File: src/shared/lmr_pkg.sv
// Package for the LED matrix refresh and brightness block.
// Assumes a single 50 MHz system clock and synchronous active-high reset.
package lmr_pkg;
    localparam int unsigned COL_COUNT        = 20;
    localparam int unsigned ROW_COUNT        = 8;
    localparam int unsigned DOT_BITS         = COL_COUNT * ROW_COUNT;
    localparam int unsigned SLOT_CYCLES      = 64;
    localparam int unsigned BLANK_CYCLES     = 4;
    localparam int unsigned MAX_ON_CYCLES    = SLOT_CYCLES - BLANK_CYCLES;
    localparam int unsigned PASS_CYCLES      = SLOT_CYCLES * ROW_COUNT;
    localparam int unsigned PRESCALE_DIV     = 8;
    localparam int unsigned CLK_HZ           = 50_000_000;
    localparam int unsigned INT_OSC_HZ       = 1_000_000;
    localparam int unsigned INT_OSC_DIV      = CLK_HZ / INT_OSC_HZ;

    // Register map on the plain port (byte addresses)
    localparam logic [7:0]  ADDR_BRIGHT      = 8'h00;
    localparam logic [7:0]  ADDR_CLKSEL      = 8'h04;
    localparam logic [7:0]  ADDR_STATUS      = 8'h08;
    localparam logic [7:0]  ADDR_DOT_BASE    = 8'h10;
    localparam int unsigned DOT_WORDS        = 5;

    // Brightness control word fields
    localparam int unsigned PEAK_CURRENT_FIELD_MSB = 5;
    localparam int unsigned PEAK_CURRENT_FIELD_LSB = 4;
    localparam int unsigned PWM_FIELD_MSB          = 3;
    localparam int unsigned PWM_FIELD_LSB          = 0;
    localparam logic [6:0]  BRIGHT_RESET     = 7'h40;

    // PWM on-cycle table, index is pwm field
    localparam logic [5:0] PWM_ON_TABLE [16] = '{
        6'h00, 6'h01, 6'h02, 6'h03, 6'h04, 6'h05, 6'h07, 6'h09,
        6'h0B, 6'h0E, 6'h12, 6'h17, 6'h1C, 6'h24, 6'h2D, 6'h3C};

    typedef struct packed {
        logic [7:0]  addr;
        logic [31:0] wdata;
        logic        wr;
        logic        rd;
    } lmr_bus_type;

    typedef struct packed {
        logic [ROW_COUNT-1:0] row_on;
        logic [COL_COUNT-1:0] col_on;
        logic [1:0]           peak_sel;
    } lmr_drive_type;
endpackage : lmr_pkg

File: src/lmr_refresh.sv
// Refresh sequencer and brightness control for a 20x8 LED dot matrix.
// Assumes synchronous inputs on clk_i; external oscillator is sampled here.
// Contract
// - Hold 160 dot bits as 20 columns by 8 rows, one per pixel.
// - Energise the eight rows one at a time, never two together.
// - A full pass takes exactly 512 oscillator cycles, then restarts at row 0.
// - Each row stays selected for 64 oscillator cycles.
// - Four blank cycles end each slot before the next row turns on.
// - On-time is at most 60 of 64 cycles; PWM only shortens it.
// - Oscillator selectable internal or external; it steps the refresh counter.
// - Each column picks its bit for the active row, one of eight.
// - At most one LED per column lit, so at most 20 per IC.
// - Peak current and PWM both come from brightness word zero.
// - Peak current in bits 5..4, PWM in bits 3..0.
// - Brightness is peak factor times PWM factor, set independently.
`timescale 1ns/1ps
`default_nettype none
module lmr_refresh (
    input  wire logic                          clk_i,
    input  wire logic                          reset_i,
    input  wire logic [7:0]                    addr_i,
    input  wire logic [31:0]                   wdata_i,
    input  wire logic                          wr_i,
    input  wire logic                          rd_i,
    input  wire logic                          ext_osc_i,
    output logic      [31:0]                   rdata_o,
    output logic      [lmr_pkg::ROW_COUNT-1:0] row_on_o,
    output logic      [lmr_pkg::COL_COUNT-1:0] col_on_o,
    output logic      [1:0]                    peak_sel_o
);
    lmr_pkg::lmr_bus_type   bus;
    lmr_pkg::lmr_drive_type drive_nxt;
    logic [lmr_pkg::DOT_BITS-1:0] dots_r;
    logic [6:0]  bright_r;
    logic        ext_sel_r;
    logic        prescale_r;
    logic [8:0]  refresh_r;
    logic [5:0]  int_div_r;
    logic [2:0]  pre_div_r;
    logic        ext_q1_r;
    logic        ext_q2_r;
    logic        ext_q3_r;
    logic        osc_tick;
    logic        raw_tick;
    logic        int_tick;
    logic        ext_edge;
    logic [2:0]  row_idx;
    logic [5:0]  slot_cyc;
    logic [5:0]  on_cycles;
    logic        lit_window;
    logic [7:0]  dot_word_idx;
    logic [2:0]  prev_row_r;
    logic [6:0]  row_ticks_r;
    logic [9:0]  pass_ticks_r;
    logic        row_change;
    logic        pass_wrap;

    assign bus = '{addr: addr_i, wdata: wdata_i, wr: wr_i, rd: rd_i};

    // Register map, byte addresses, all words 32 bits wide:
    //   brightness word: bits 6..0 kept, bits 5..4 peak current, bits 3..0 PWM
    //   clock select: bit 0 external source, bit 1 divide-by-eight prescaler
    //   status, read only: bit 11 lit window, bits 8..0 refresh counter
    //   dot store: five words from the dot base, dot index is column*8 plus row
    // Unmapped or unaligned writes are dropped; such reads return zero
    // Bit 6 of the brightness word is stored but has no effect on the scan
    // Software writes: brightness word, clock select, dot store words
    always_ff @(posedge clk_i) begin
        if (reset_i) begin
            bright_r   <= lmr_pkg::BRIGHT_RESET;
            ext_sel_r  <= 1'b0;
            prescale_r <= 1'b0;
        end else if (bus.wr) begin
            if (bus.addr == lmr_pkg::ADDR_BRIGHT) begin
                bright_r <= bus.wdata[6:0];
            end
            if (bus.addr == lmr_pkg::ADDR_CLKSEL) begin
                ext_sel_r  <= bus.wdata[0];
                prescale_r <= bus.wdata[1];
            end
        end
    end

    assign dot_word_idx = (bus.addr - lmr_pkg::ADDR_DOT_BASE) >> 2;

    // Dot store, 32 bits per word, last word only 0 bits used above 160
    always_ff @(posedge clk_i) begin
        if (reset_i) begin
            dots_r <= '0;
        end else if (bus.wr && bus.addr >= lmr_pkg::ADDR_DOT_BASE
                     && dot_word_idx < 8'(lmr_pkg::DOT_WORDS) && bus.addr[1:0] == 2'h0) begin
            dots_r[dot_word_idx*32 +: 32] <= bus.wdata;
        end
    end

    // Read data is valid the cycle after the strobe only
    always_ff @(posedge clk_i) begin
        if (reset_i) begin
            rdata_o <= '0;
        end else if (bus.rd) begin
            if (bus.addr == lmr_pkg::ADDR_BRIGHT) begin
                rdata_o <= {25'h0, bright_r};
            end else if (bus.addr == lmr_pkg::ADDR_CLKSEL) begin
                rdata_o <= {30'h0, prescale_r, ext_sel_r};
            end else if (bus.addr == lmr_pkg::ADDR_STATUS) begin
                rdata_o <= {20'h0, lit_window, 2'h0, refresh_r};
            end else if (bus.addr >= lmr_pkg::ADDR_DOT_BASE
                         && dot_word_idx < 8'(lmr_pkg::DOT_WORDS) && bus.addr[1:0] == 2'h0) begin
                rdata_o <= dots_r[dot_word_idx*32 +: 32];
            end else begin
                rdata_o <= '0; // Unmapped reads as zero
            end
        end else begin
            rdata_o <= '0;
        end
    end

    // Internal oscillator: divide system clock down to 1 MHz
    always_ff @(posedge clk_i) begin
        if (reset_i) begin
            int_div_r <= '0;
        end else if (int_div_r == 6'(lmr_pkg::INT_OSC_DIV - 1)) begin
            int_div_r <= '0;
        end else begin
            int_div_r <= int_div_r + 6'h01;
        end
    end
    assign int_tick = (int_div_r == 6'(lmr_pkg::INT_OSC_DIV - 1));

    // External oscillator edge detect; q1 feeds only q2
    always_ff @(posedge clk_i) begin
        if (reset_i) begin
            ext_q1_r <= 1'b0;
            ext_q2_r <= 1'b0;
            ext_q3_r <= 1'b0;
        end else begin
            ext_q1_r <= ext_osc_i;
            ext_q2_r <= ext_q1_r;
            ext_q3_r <= ext_q2_r;
        end
    end
    assign ext_edge = ext_q2_r && !ext_q3_r;
    assign raw_tick = ext_sel_r ? ext_edge : int_tick;

    // Optional divide by eight; lets a fast external clock be used
    always_ff @(posedge clk_i) begin
        if (reset_i) begin
            pre_div_r <= '0;
        end else if (raw_tick) begin
            pre_div_r <= pre_div_r + 3'h1;
        end
    end
    assign osc_tick = raw_tick && (!prescale_r || pre_div_r == 3'(lmr_pkg::PRESCALE_DIV - 1));

    // Refresh counter wraps naturally after 512 ticks
    always_ff @(posedge clk_i) begin
        if (reset_i) begin
            refresh_r <= '0;
        end else if (osc_tick) begin
            refresh_r <= refresh_r + 9'h001;
        end
    end
    assign row_idx  = refresh_r[8:6];
    assign slot_cyc = refresh_r[5:0];

    // Scan timing, in oscillator ticks:
    //   ticks 0..59 of a slot may light the row, ticks 60..63 always blank
    //   the PWM table picks how many of the first ticks are lit
    //   eight slots of 64 ticks make one pass of 512 ticks
    // Outputs trail the counter by one system clock; far shorter than a tick,
    // so the lag costs no visible on-time
    // On window: PWM count, capped below the four blank cycles
    assign on_cycles  = lmr_pkg::PWM_ON_TABLE[bright_r[lmr_pkg::PWM_FIELD_MSB:lmr_pkg::PWM_FIELD_LSB]];
    assign lit_window = (slot_cyc < on_cycles)
                        && (slot_cyc < 6'(lmr_pkg::MAX_ON_CYCLES));

    // Drive pattern: one-hot row, column mux picks active row bit
    always_comb begin
        drive_nxt          = '0;
        drive_nxt.peak_sel = bright_r[lmr_pkg::PEAK_CURRENT_FIELD_MSB:lmr_pkg::PEAK_CURRENT_FIELD_LSB];
        if (lit_window) begin
            drive_nxt.row_on = 8'h01 << row_idx;
            for (int c = 0; c < lmr_pkg::COL_COUNT; c++) begin
                drive_nxt.col_on[c] = dots_r[c*lmr_pkg::ROW_COUNT + int'(row_idx)];
            end
        end
    end

    // Registered outputs to the row sinks and column sources
    always_ff @(posedge clk_i) begin
        if (reset_i) begin
            row_on_o   <= '0;
            col_on_o   <= '0;
            peak_sel_o <= '0;
        end else begin
            row_on_o   <= drive_nxt.row_on;
            col_on_o   <= drive_nxt.col_on;
            peak_sel_o <= drive_nxt.peak_sel;
        end
    end

    // Checker helper: row seen one clock ago, to spot row changes from outside
    // the counter, so slot and pass lengths are not checked by their own decode
    always_ff @(posedge clk_i) begin
        if (reset_i) begin
            prev_row_r <= '0;
        end else begin
            prev_row_r <= row_idx;
        end
    end
    assign row_change = (row_idx != prev_row_r);
    assign pass_wrap  = row_change && (row_idx == 3'h0);

    // Ticks seen since the row last changed; restarts in the first cycle of a row
    always_ff @(posedge clk_i) begin
        if (reset_i) begin
            row_ticks_r <= '0;
        end else if (row_change) begin
            row_ticks_r <= 7'(osc_tick);
        end else begin
            row_ticks_r <= row_ticks_r + 7'(osc_tick);
        end
    end

    // Ticks seen since the scan last returned to row 0
    always_ff @(posedge clk_i) begin
        if (reset_i) begin
            pass_ticks_r <= '0;
        end else if (pass_wrap) begin
            pass_ticks_r <= 10'(osc_tick);
        end else begin
            pass_ticks_r <= pass_ticks_r + 10'(osc_tick);
        end
    end

    chk_one_row: assert property (@(posedge clk_i) disable iff (reset_i)
        $onehot0(row_on_o)) else $error("more than one row on");
    chk_blank_cols: assert property (@(posedge clk_i) disable iff (reset_i)
        (row_on_o == '0) |-> (col_on_o == '0)) else $error("column lit while blank");
    chk_blank_tail: assert property (@(posedge clk_i) disable iff (reset_i)
        (slot_cyc >= 6'(lmr_pkg::MAX_ON_CYCLES)) |=> (row_on_o == '0)) else $error("lit during blanking");
    chk_row_match: assert property (@(posedge clk_i) disable iff (reset_i)
        lit_window |=> (row_on_o == (8'h01 << $past(row_idx)))) else $error("wrong row");
    chk_pwm_cap: assert property (@(posedge clk_i) disable iff (reset_i)
        (slot_cyc >= on_cycles) |=> (row_on_o == '0)) else $error("pwm exceeded");
    chk_wrap_row: assert property (@(posedge clk_i) disable iff (reset_i)
        (osc_tick && refresh_r == 9'h1FF) |=> (refresh_r == 9'h000)) else $error("no wrap");
    chk_peak_field: assert property (@(posedge clk_i) disable iff (reset_i)
        ##1 peak_sel_o == $past(bright_r[5:4])) else $error("peak field wrong");
    chk_col_data: assert property (@(posedge clk_i) disable iff (reset_i)
        lit_window |=> col_on_o[0] == $past(dots_r[int'(row_idx)])) else $error("col0 data");
    chk_ext_step: assert property (@(posedge clk_i) disable iff (reset_i)
        (ext_sel_r && !prescale_r && ext_edge) |=> refresh_r == $past(refresh_r) + 9'h001)
        else $error("ext clock no step");

    // Checks on slot and pass length, measured by the helper counters
    // A row lasts exactly one slot of ticks
    chk_slot_len: assert property (@(posedge clk_i) disable iff (reset_i)
        row_change |-> (row_ticks_r == 7'(lmr_pkg::SLOT_CYCLES))) else $error("slot length wrong");

    // A whole pass lasts exactly the pass length
    chk_pass_len: assert property (@(posedge clk_i) disable iff (reset_i)
        pass_wrap |-> (pass_ticks_r == 10'(lmr_pkg::PASS_CYCLES))) else $error("pass length wrong");

    // Rows advance one at a time in order
    chk_row_order: assert property (@(posedge clk_i) disable iff (reset_i)
        row_change |-> (row_idx == prev_row_r + 3'h1)) else $error("row skipped");

    // Drive outputs are dark straight after reset
    chk_out_reset: assert property (@(posedge clk_i) disable iff (reset_i)
        $fell(reset_i) |-> (row_on_o == '0 && col_on_o == '0)) else $error("lit after reset");

    // Read data stands only in the cycle after a read strobe
    chk_rdata_idle: assert property (@(posedge clk_i) disable iff (reset_i)
        !rd_i |=> (rdata_o == '0)) else $error("read data without strobe");

    // Status read returns the counter as it stood at the strobe
    chk_status_read: assert property (@(posedge clk_i) disable iff (reset_i)
        (rd_i && addr_i == lmr_pkg::ADDR_STATUS) |=> (rdata_o[8:0] == $past(refresh_r))) else $error("status");

    // Brightness write lands the next cycle
    chk_bright_wr: assert property (@(posedge clk_i) disable iff (reset_i)
        (wr_i && addr_i == lmr_pkg::ADDR_BRIGHT) |=> (bright_r == $past(wdata_i[6:0]))) else $error("bright write");

    // Peak field reaches its pins two cycles after the write
    chk_peak_follow: assert property (@(posedge clk_i) disable iff (reset_i)
        (wr_i && addr_i == lmr_pkg::ADDR_BRIGHT) |=> ##1 (peak_sel_o == $past(wdata_i[5:4], 2))) else $error("peak");

    // Clock select write lands the next cycle
    chk_clksel_wr: assert property (@(posedge clk_i) disable iff (reset_i)
        (wr_i && addr_i == lmr_pkg::ADDR_CLKSEL) |=> (ext_sel_r == $past(wdata_i[0]))) else $error("clksel write");

    // First dot word lands whole
    chk_dot_wr: assert property (@(posedge clk_i) disable iff (reset_i)
        (wr_i && addr_i == lmr_pkg::ADDR_DOT_BASE) |=> (dots_r[31:0] == $past(wdata_i))) else $error("dot write");

    // Unaligned dot writes leave the store alone
    chk_unaligned: assert property (@(posedge clk_i) disable iff (reset_i)
        (wr_i && addr_i == lmr_pkg::ADDR_DOT_BASE + 8'h01) |=> $stable(dots_r)) else $error("unaligned write");

    // A lit row never reaches into the blank tail
    chk_lit_limit: assert property (@(posedge clk_i) disable iff (reset_i)
        (row_on_o != '0) |-> ($past(slot_cyc) < 6'(lmr_pkg::MAX_ON_CYCLES))) else $error("lit too long");

    // A lit row stays inside the PWM count
    chk_duty_count: assert property (@(posedge clk_i) disable iff (reset_i)
        (row_on_o != '0) |-> ($past(slot_cyc) < $past(on_cycles))) else $error("duty too long");

    // Each tick steps the counter by exactly one
    chk_step_one: assert property (@(posedge clk_i) disable iff (reset_i)
        osc_tick |=> (refresh_r == $past(refresh_r) + 9'h001)) else $error("counter step");

    // Without a tick the counter holds
    chk_hold_still: assert property (@(posedge clk_i) disable iff (reset_i)
        !osc_tick |=> $stable(refresh_r)) else $error("counter moved");

    // Internal divider never passes its terminal count
    chk_int_div: assert property (@(posedge clk_i) disable iff (reset_i)
        (int_div_r <= 6'(lmr_pkg::INT_OSC_DIV - 1))) else $error("divider overrun");

    // With the prescaler on, only every eighth source tick counts
    chk_pre_hold: assert property (@(posedge clk_i) disable iff (reset_i)
        (prescale_r && pre_div_r != 3'(lmr_pkg::PRESCALE_DIV - 1)) |-> !osc_tick) else $error("prescale");

    // Any lit column means exactly one row is on
    chk_col_rows: assert property (@(posedge clk_i) disable iff (reset_i)
        (col_on_o != '0) |-> $onehot(row_on_o)) else $error("column without row");

    // Last column follows its dot for the active row
    chk_col_last: assert property (@(posedge clk_i) disable iff (reset_i)
        lit_window |=> col_on_o[19] == $past(dots_r[19*8 + int'(row_idx)])) else $error("col19 data");

    // Main scenarios reached
    cov_prescale: cover property (@(posedge clk_i) prescale_r && osc_tick);
    cov_lit_full: cover property (@(posedge clk_i) row_on_o != '0 && $past(slot_cyc) == 6'h3B);
    cov_row7: cover property (@(posedge clk_i) row_on_o == 8'h80);
    cov_ext: cover property (@(posedge clk_i) ext_sel_r && osc_tick);
    cov_wrap: cover property (@(posedge clk_i) osc_tick && refresh_r == 9'h1FF);
endmodule : lmr_refresh
`default_nettype wire

File: config.mk
export PLATFORM = sky130hd
export DESIGN_NAME = lmr_refresh
export DESIGN_NICKNAME = d
export VERILOG_FILES = /design/src/shared/lmr_pkg.sv /design/src/lmr_refresh.sv
export SDC_FILE = /design/constraint.sdc
export NUM_CORES = 1
export LEC_CHECK = 0
export ABC_AREA = 1
export BUFFER_PORTS_ARGS = -buffer_cell sky130_fd_sc_hd__buf_2
export CAP_MARGIN = 10
export CORE_ASPECT_RATIO = 0.75
export CORE_MARGIN = 1.5
export CORE_UTILIZATION = 40
export CTS_CLUSTER_DIAMETER = 40
export DETAILED_ROUTE_END_ITERATION = 12
export SLEW_MARGIN = 20
export SYNTH_ARGS = -nofsm -noshare
export SYNTH_HDL_FRONTEND = slang
export SYNTH_SLANG_ARGS = --single-unit
File: constraint.sdc
create_clock -name clk_i -period 5.9 [get_ports clk_i]
set_input_delay 0.295 -clock clk_i [delete_from_list [all_inputs] [get_ports clk_i]]
set_output_delay 0.295 -clock clk_i [all_outputs]
set_load 0.01 [all_outputs]
==> metrics <==
maximum count of clock buffers along a single path 3; met1 Resource Use GR 39.0%; Synth top area share 38.3%; number of inserted filler cells in the final layout 3441; post-synthesis cell type count 36; remaining max-slew budget at the tightest pin 25.7%; final setup TNS 0 ns; number of clock buffers inserted by TritonCTS 39; IR Drop Worst-Case VDD 0.165 mV; post-layout min period 3.72 ns; fmax 269 MHz; final hold violations 0; clk root buf sky130_fd_sc_hd__clkbuf_16; outcome completed; x dimension of the die 213 microns; met3 track utilization from global routing 5.64%; fraction of final layout cells with drive strength greater than 1 11.0%; number of max-slew violations in the final report 0; delay contributed by the slowest stage of the critical path 0.56 ns; cells taking the most area after synthesis sky130_fd_sc_hd__dfxtp_1 (38%), sky130_fd_sc_hd__nand2_1 (17%), sky130_fd_sc_hd__nor2_1 (11%); Critical Setup Path Class in2reg; register bit count reported by yosys 252; largest net degree at the start of global routing 92; start point of the critical path addr_i[3]; hold crit path type in2reg; area of the core 32400 sq um; Setup violations, final 0; CTS hold repair buffers 1; deepest level of the CTS H-tree 2; R2R setup slack 2.71 ns; share of the core filled with cells in the final layout 46.9%; hold_sp wdata_i[0]; library cell with the largest summed area after synthesis sky130_fd_sc_hd__dfxtp_1; GRT Util Overall 27.5%; initial antenna violation count 1; leakage power of the design 6.92 nW; CP Data Arrival Time 4.19 ns; Critical Path, Cell by Cell buf_2 -> inv_1 -> buf_4 -> ha_1 -> nand2_1 -> nand3b_1 -> nand2_2 -> nand2_1 -> nor2_4 -> buf_4 -> nand3_1 -> buf_4 -> nand2_1 -> inv_1 -> nor2_1; detailed-routing iteration count for the pre-antenna-repair pass 6; instance count after placement with tap cells included 2535; via density per instance 5.29; sequential cell area fraction in the yosys report 38.3%; clock insertion delay at the later pin of the skew report 0.54 ns; areal power density over the cells 283 nW/um^2; Post CTS Setup Buffer Count 0; Top Ports 107; ratio of final minimum period to clock period 63.1%; clock transition at the register clock pins on the worst setup and hold paths after CTS 0.06 ns; area delta synth->final 15.3%; Antenna Nets Post-Route 0; met2 global-route usage 41.4%; cell count after synthesis 2089; number of nets in the finished design 2203; Clock Sinks 252; first-pass GRT wire length 72600 microns; final RePlAce weighted congestion 0.876; data required time at the worst endpoint 6.36 ns; largest driver fanout on the critical path 33; mean instance size in the synthesized netlist 6.31 sq um; startpoint of the worst-slack reg-to-reg timing path refresh_r[6]$_SDFFE_PP0P_; Net Count, Synth 2157; first-iteration detailed-routing DRC count 1404; max capacitance violation total 0; Post-Place Worst Slack 1.76 ns; standard cell with the maximum stage delay on the critical path sky130_fd_sc_hd__nand2_2; number of warnings reported in the yosys synthesis log 0; post-CTS sizing 0; via count 13795; die span in y 160 microns; Mapped Area 13200 sq um; Clock Skew 0.0322 ns; Critical Path Sink Type flop; residual DRC count 0; pin slew with the least headroom to its limit 1.11 ns; buffers added on ports 106; post-route non-filler standard cell count 2607; initial core utilization 40.7%; clock tree from TritonCTS yes; setup repair after global routing missed its margin false; via count of the first global-routing pass 12904; worst setup slack after layout 2.18 ns; final antenna diode count 0; startpoint kind of the worst setup timing path input port; sum of net half-perimeters after detailed placement 29600 microns; Routed wire per std cell 18.2 microns; number of rows created at floorplan 57; Total Routed Length 47300 microns; final global-route overflow total 0; GRT busiest layer met2; DIE AREA 34000 sq um
-- per-stage QoR --
| stage | hold WS [ns] | area, sq um | total power, mW |
|---|---|---|---|
| CTS | 0.0496 | 15200 | 4.33 |
| floorplan | 0.364 | 13200 | 1.91 |
| global placement | 0.394 | 13900 | 2.01 |
| global route | 0.0745 | 15200 | 4.43 |
| finish | 0.0619 | 15200 | 4.30 |
| detailed placement | 0.402 | 13900 | 2.01 |
-- where the power goes --
part	internal (mW)	total [mW]	switching (mW)
Combinational	0.0636	0.278	0.214
Sequential	1.71	1.71	0.00281
Clock	1.42	2.32	0.896
Total	3.19	4.30	1.11
-- layout by cell type, fill, tap and decap left out, types with 7 or more instances in the layout --
master and count:
sky130_fd_sc_hd__o21ai_0 129, sky130_fd_sc_hd__o211ai_1 17, sky130_fd_sc_hd__inv_2 10, sky130_fd_sc_hd__nand4_1 37, sky130_fd_sc_hd__buf_4 22, sky130_fd_sc_hd__xor2_1 7, sky130_fd_sc_hd__nor3_1 26, sky130_fd_sc_hd__a32oi_1 7
sky130_fd_sc_hd__o22ai_1 53, sky130_fd_sc_hd__ha_1 23, sky130_fd_sc_hd__nand2_2 11, sky130_fd_sc_hd__clkinv_2 8, sky130_fd_sc_hd__dfxtp_1 252, sky130_fd_sc_hd__nand3_1 43, sky130_fd_sc_hd__a22oi_1 7, sky130_fd_sc_hd__inv_1 239
sky130_fd_sc_hd__nor2_1 395, sky130_fd_sc_hd__clkbuf_16 40, sky130_fd_sc_hd__buf_2 106, sky130_fd_sc_hd__a21oi_1 78, sky130_fd_sc_hd__nand2_1 589
-- final cells by class --
cell class | count | area, sq um | area share, %
timing repair buffer | 129 | 706 | 4.64
inverter | 252 | 948 | 6.24
multi-input combinational | 1461 | 6630 | 43.7
clock inverter | 23 | 219 | 1.44
sequential | 252 | 5040 | 33.2
tap | 442 | 553 | 3.64
clock buffer | 48 | 1090 | 7.18
-- worst max-delay path, delay by kind of cell --
family,cells,cell delay (ns)
and+or+nand+nor,8,1.82
buffers and inverters,6,1.73
adders and majority gates,1,0.29
-- synth_stat cells (all sizes together) --
master	instances
nor2	406
o22ai	53
o221ai	2
clkbuf	57
a221oi	6
a21oi	78
xor2	7
buf	67
xnor2	1
ha	23
or2	2
o211ai	17
a22oi	7
dfxtp	252
a32oi	7
inv	250
nand2	600
o31a	1
a311oi	5
o21ai	129
nand3	47
clkinv	2
nor4	3
a21boi	1
nor3	28
nand3b	1
nand4	37
-- per-layer routing --
| metal | part of all wire (%) | vias up | wire length (microns) |
|---|---|---|---|
| met4 | 2.4 | 0 | 1130 |
| met2 | 43 | 657 | 20300 |
| li1 | - | 6653 | - |
| met3 | 9.9 | 100 | 4690 |
| met5 | 0 | - | 0 |
| met1 | 45 | 6385 | 21200 |
-- registers in the layout (all words and copies together) (netlist names) --
name	count
refresh_r	9
peak_sel_o	2
rdata_o	32
dots_r	160
pre_div_r	3
row_on_o	8
prescale_r	1
ext_sel_r	1
col_on_o	20
int_div_r	6
ext_q3_r	1
ext_q2_r	1
ext_q1_r	1
bright_r	7
-- final timing paths --
check                                 end  cells after the start
hold / removal     ext_sel_r$_SDFFE_PP0P_                      3
setup / recovery  dots_r[26]$_SDFFE_PP0P_                     15
setup reg to reg   col_on_o[8]$_SDFF_PP0_                      7
hold reg to reg       ext_q2_r$_SDFF_PP0_                      2
-- cell families (layout without fill, tap and decap cells) --
kind of cell,Yosys count,in the layout,synth area share [%]
xor gates and xnor gates,8,8,0.532
adders and majority gates,23,23,2.18
DFF,252,252,38.3
and+or+nand+nor,1124,1124,34.4
AOI/OAI and AO/OA,306,306,13.2
buffers and inverters,376,452,11.4
Note: power is estimated with default switching activity, not from simulation.
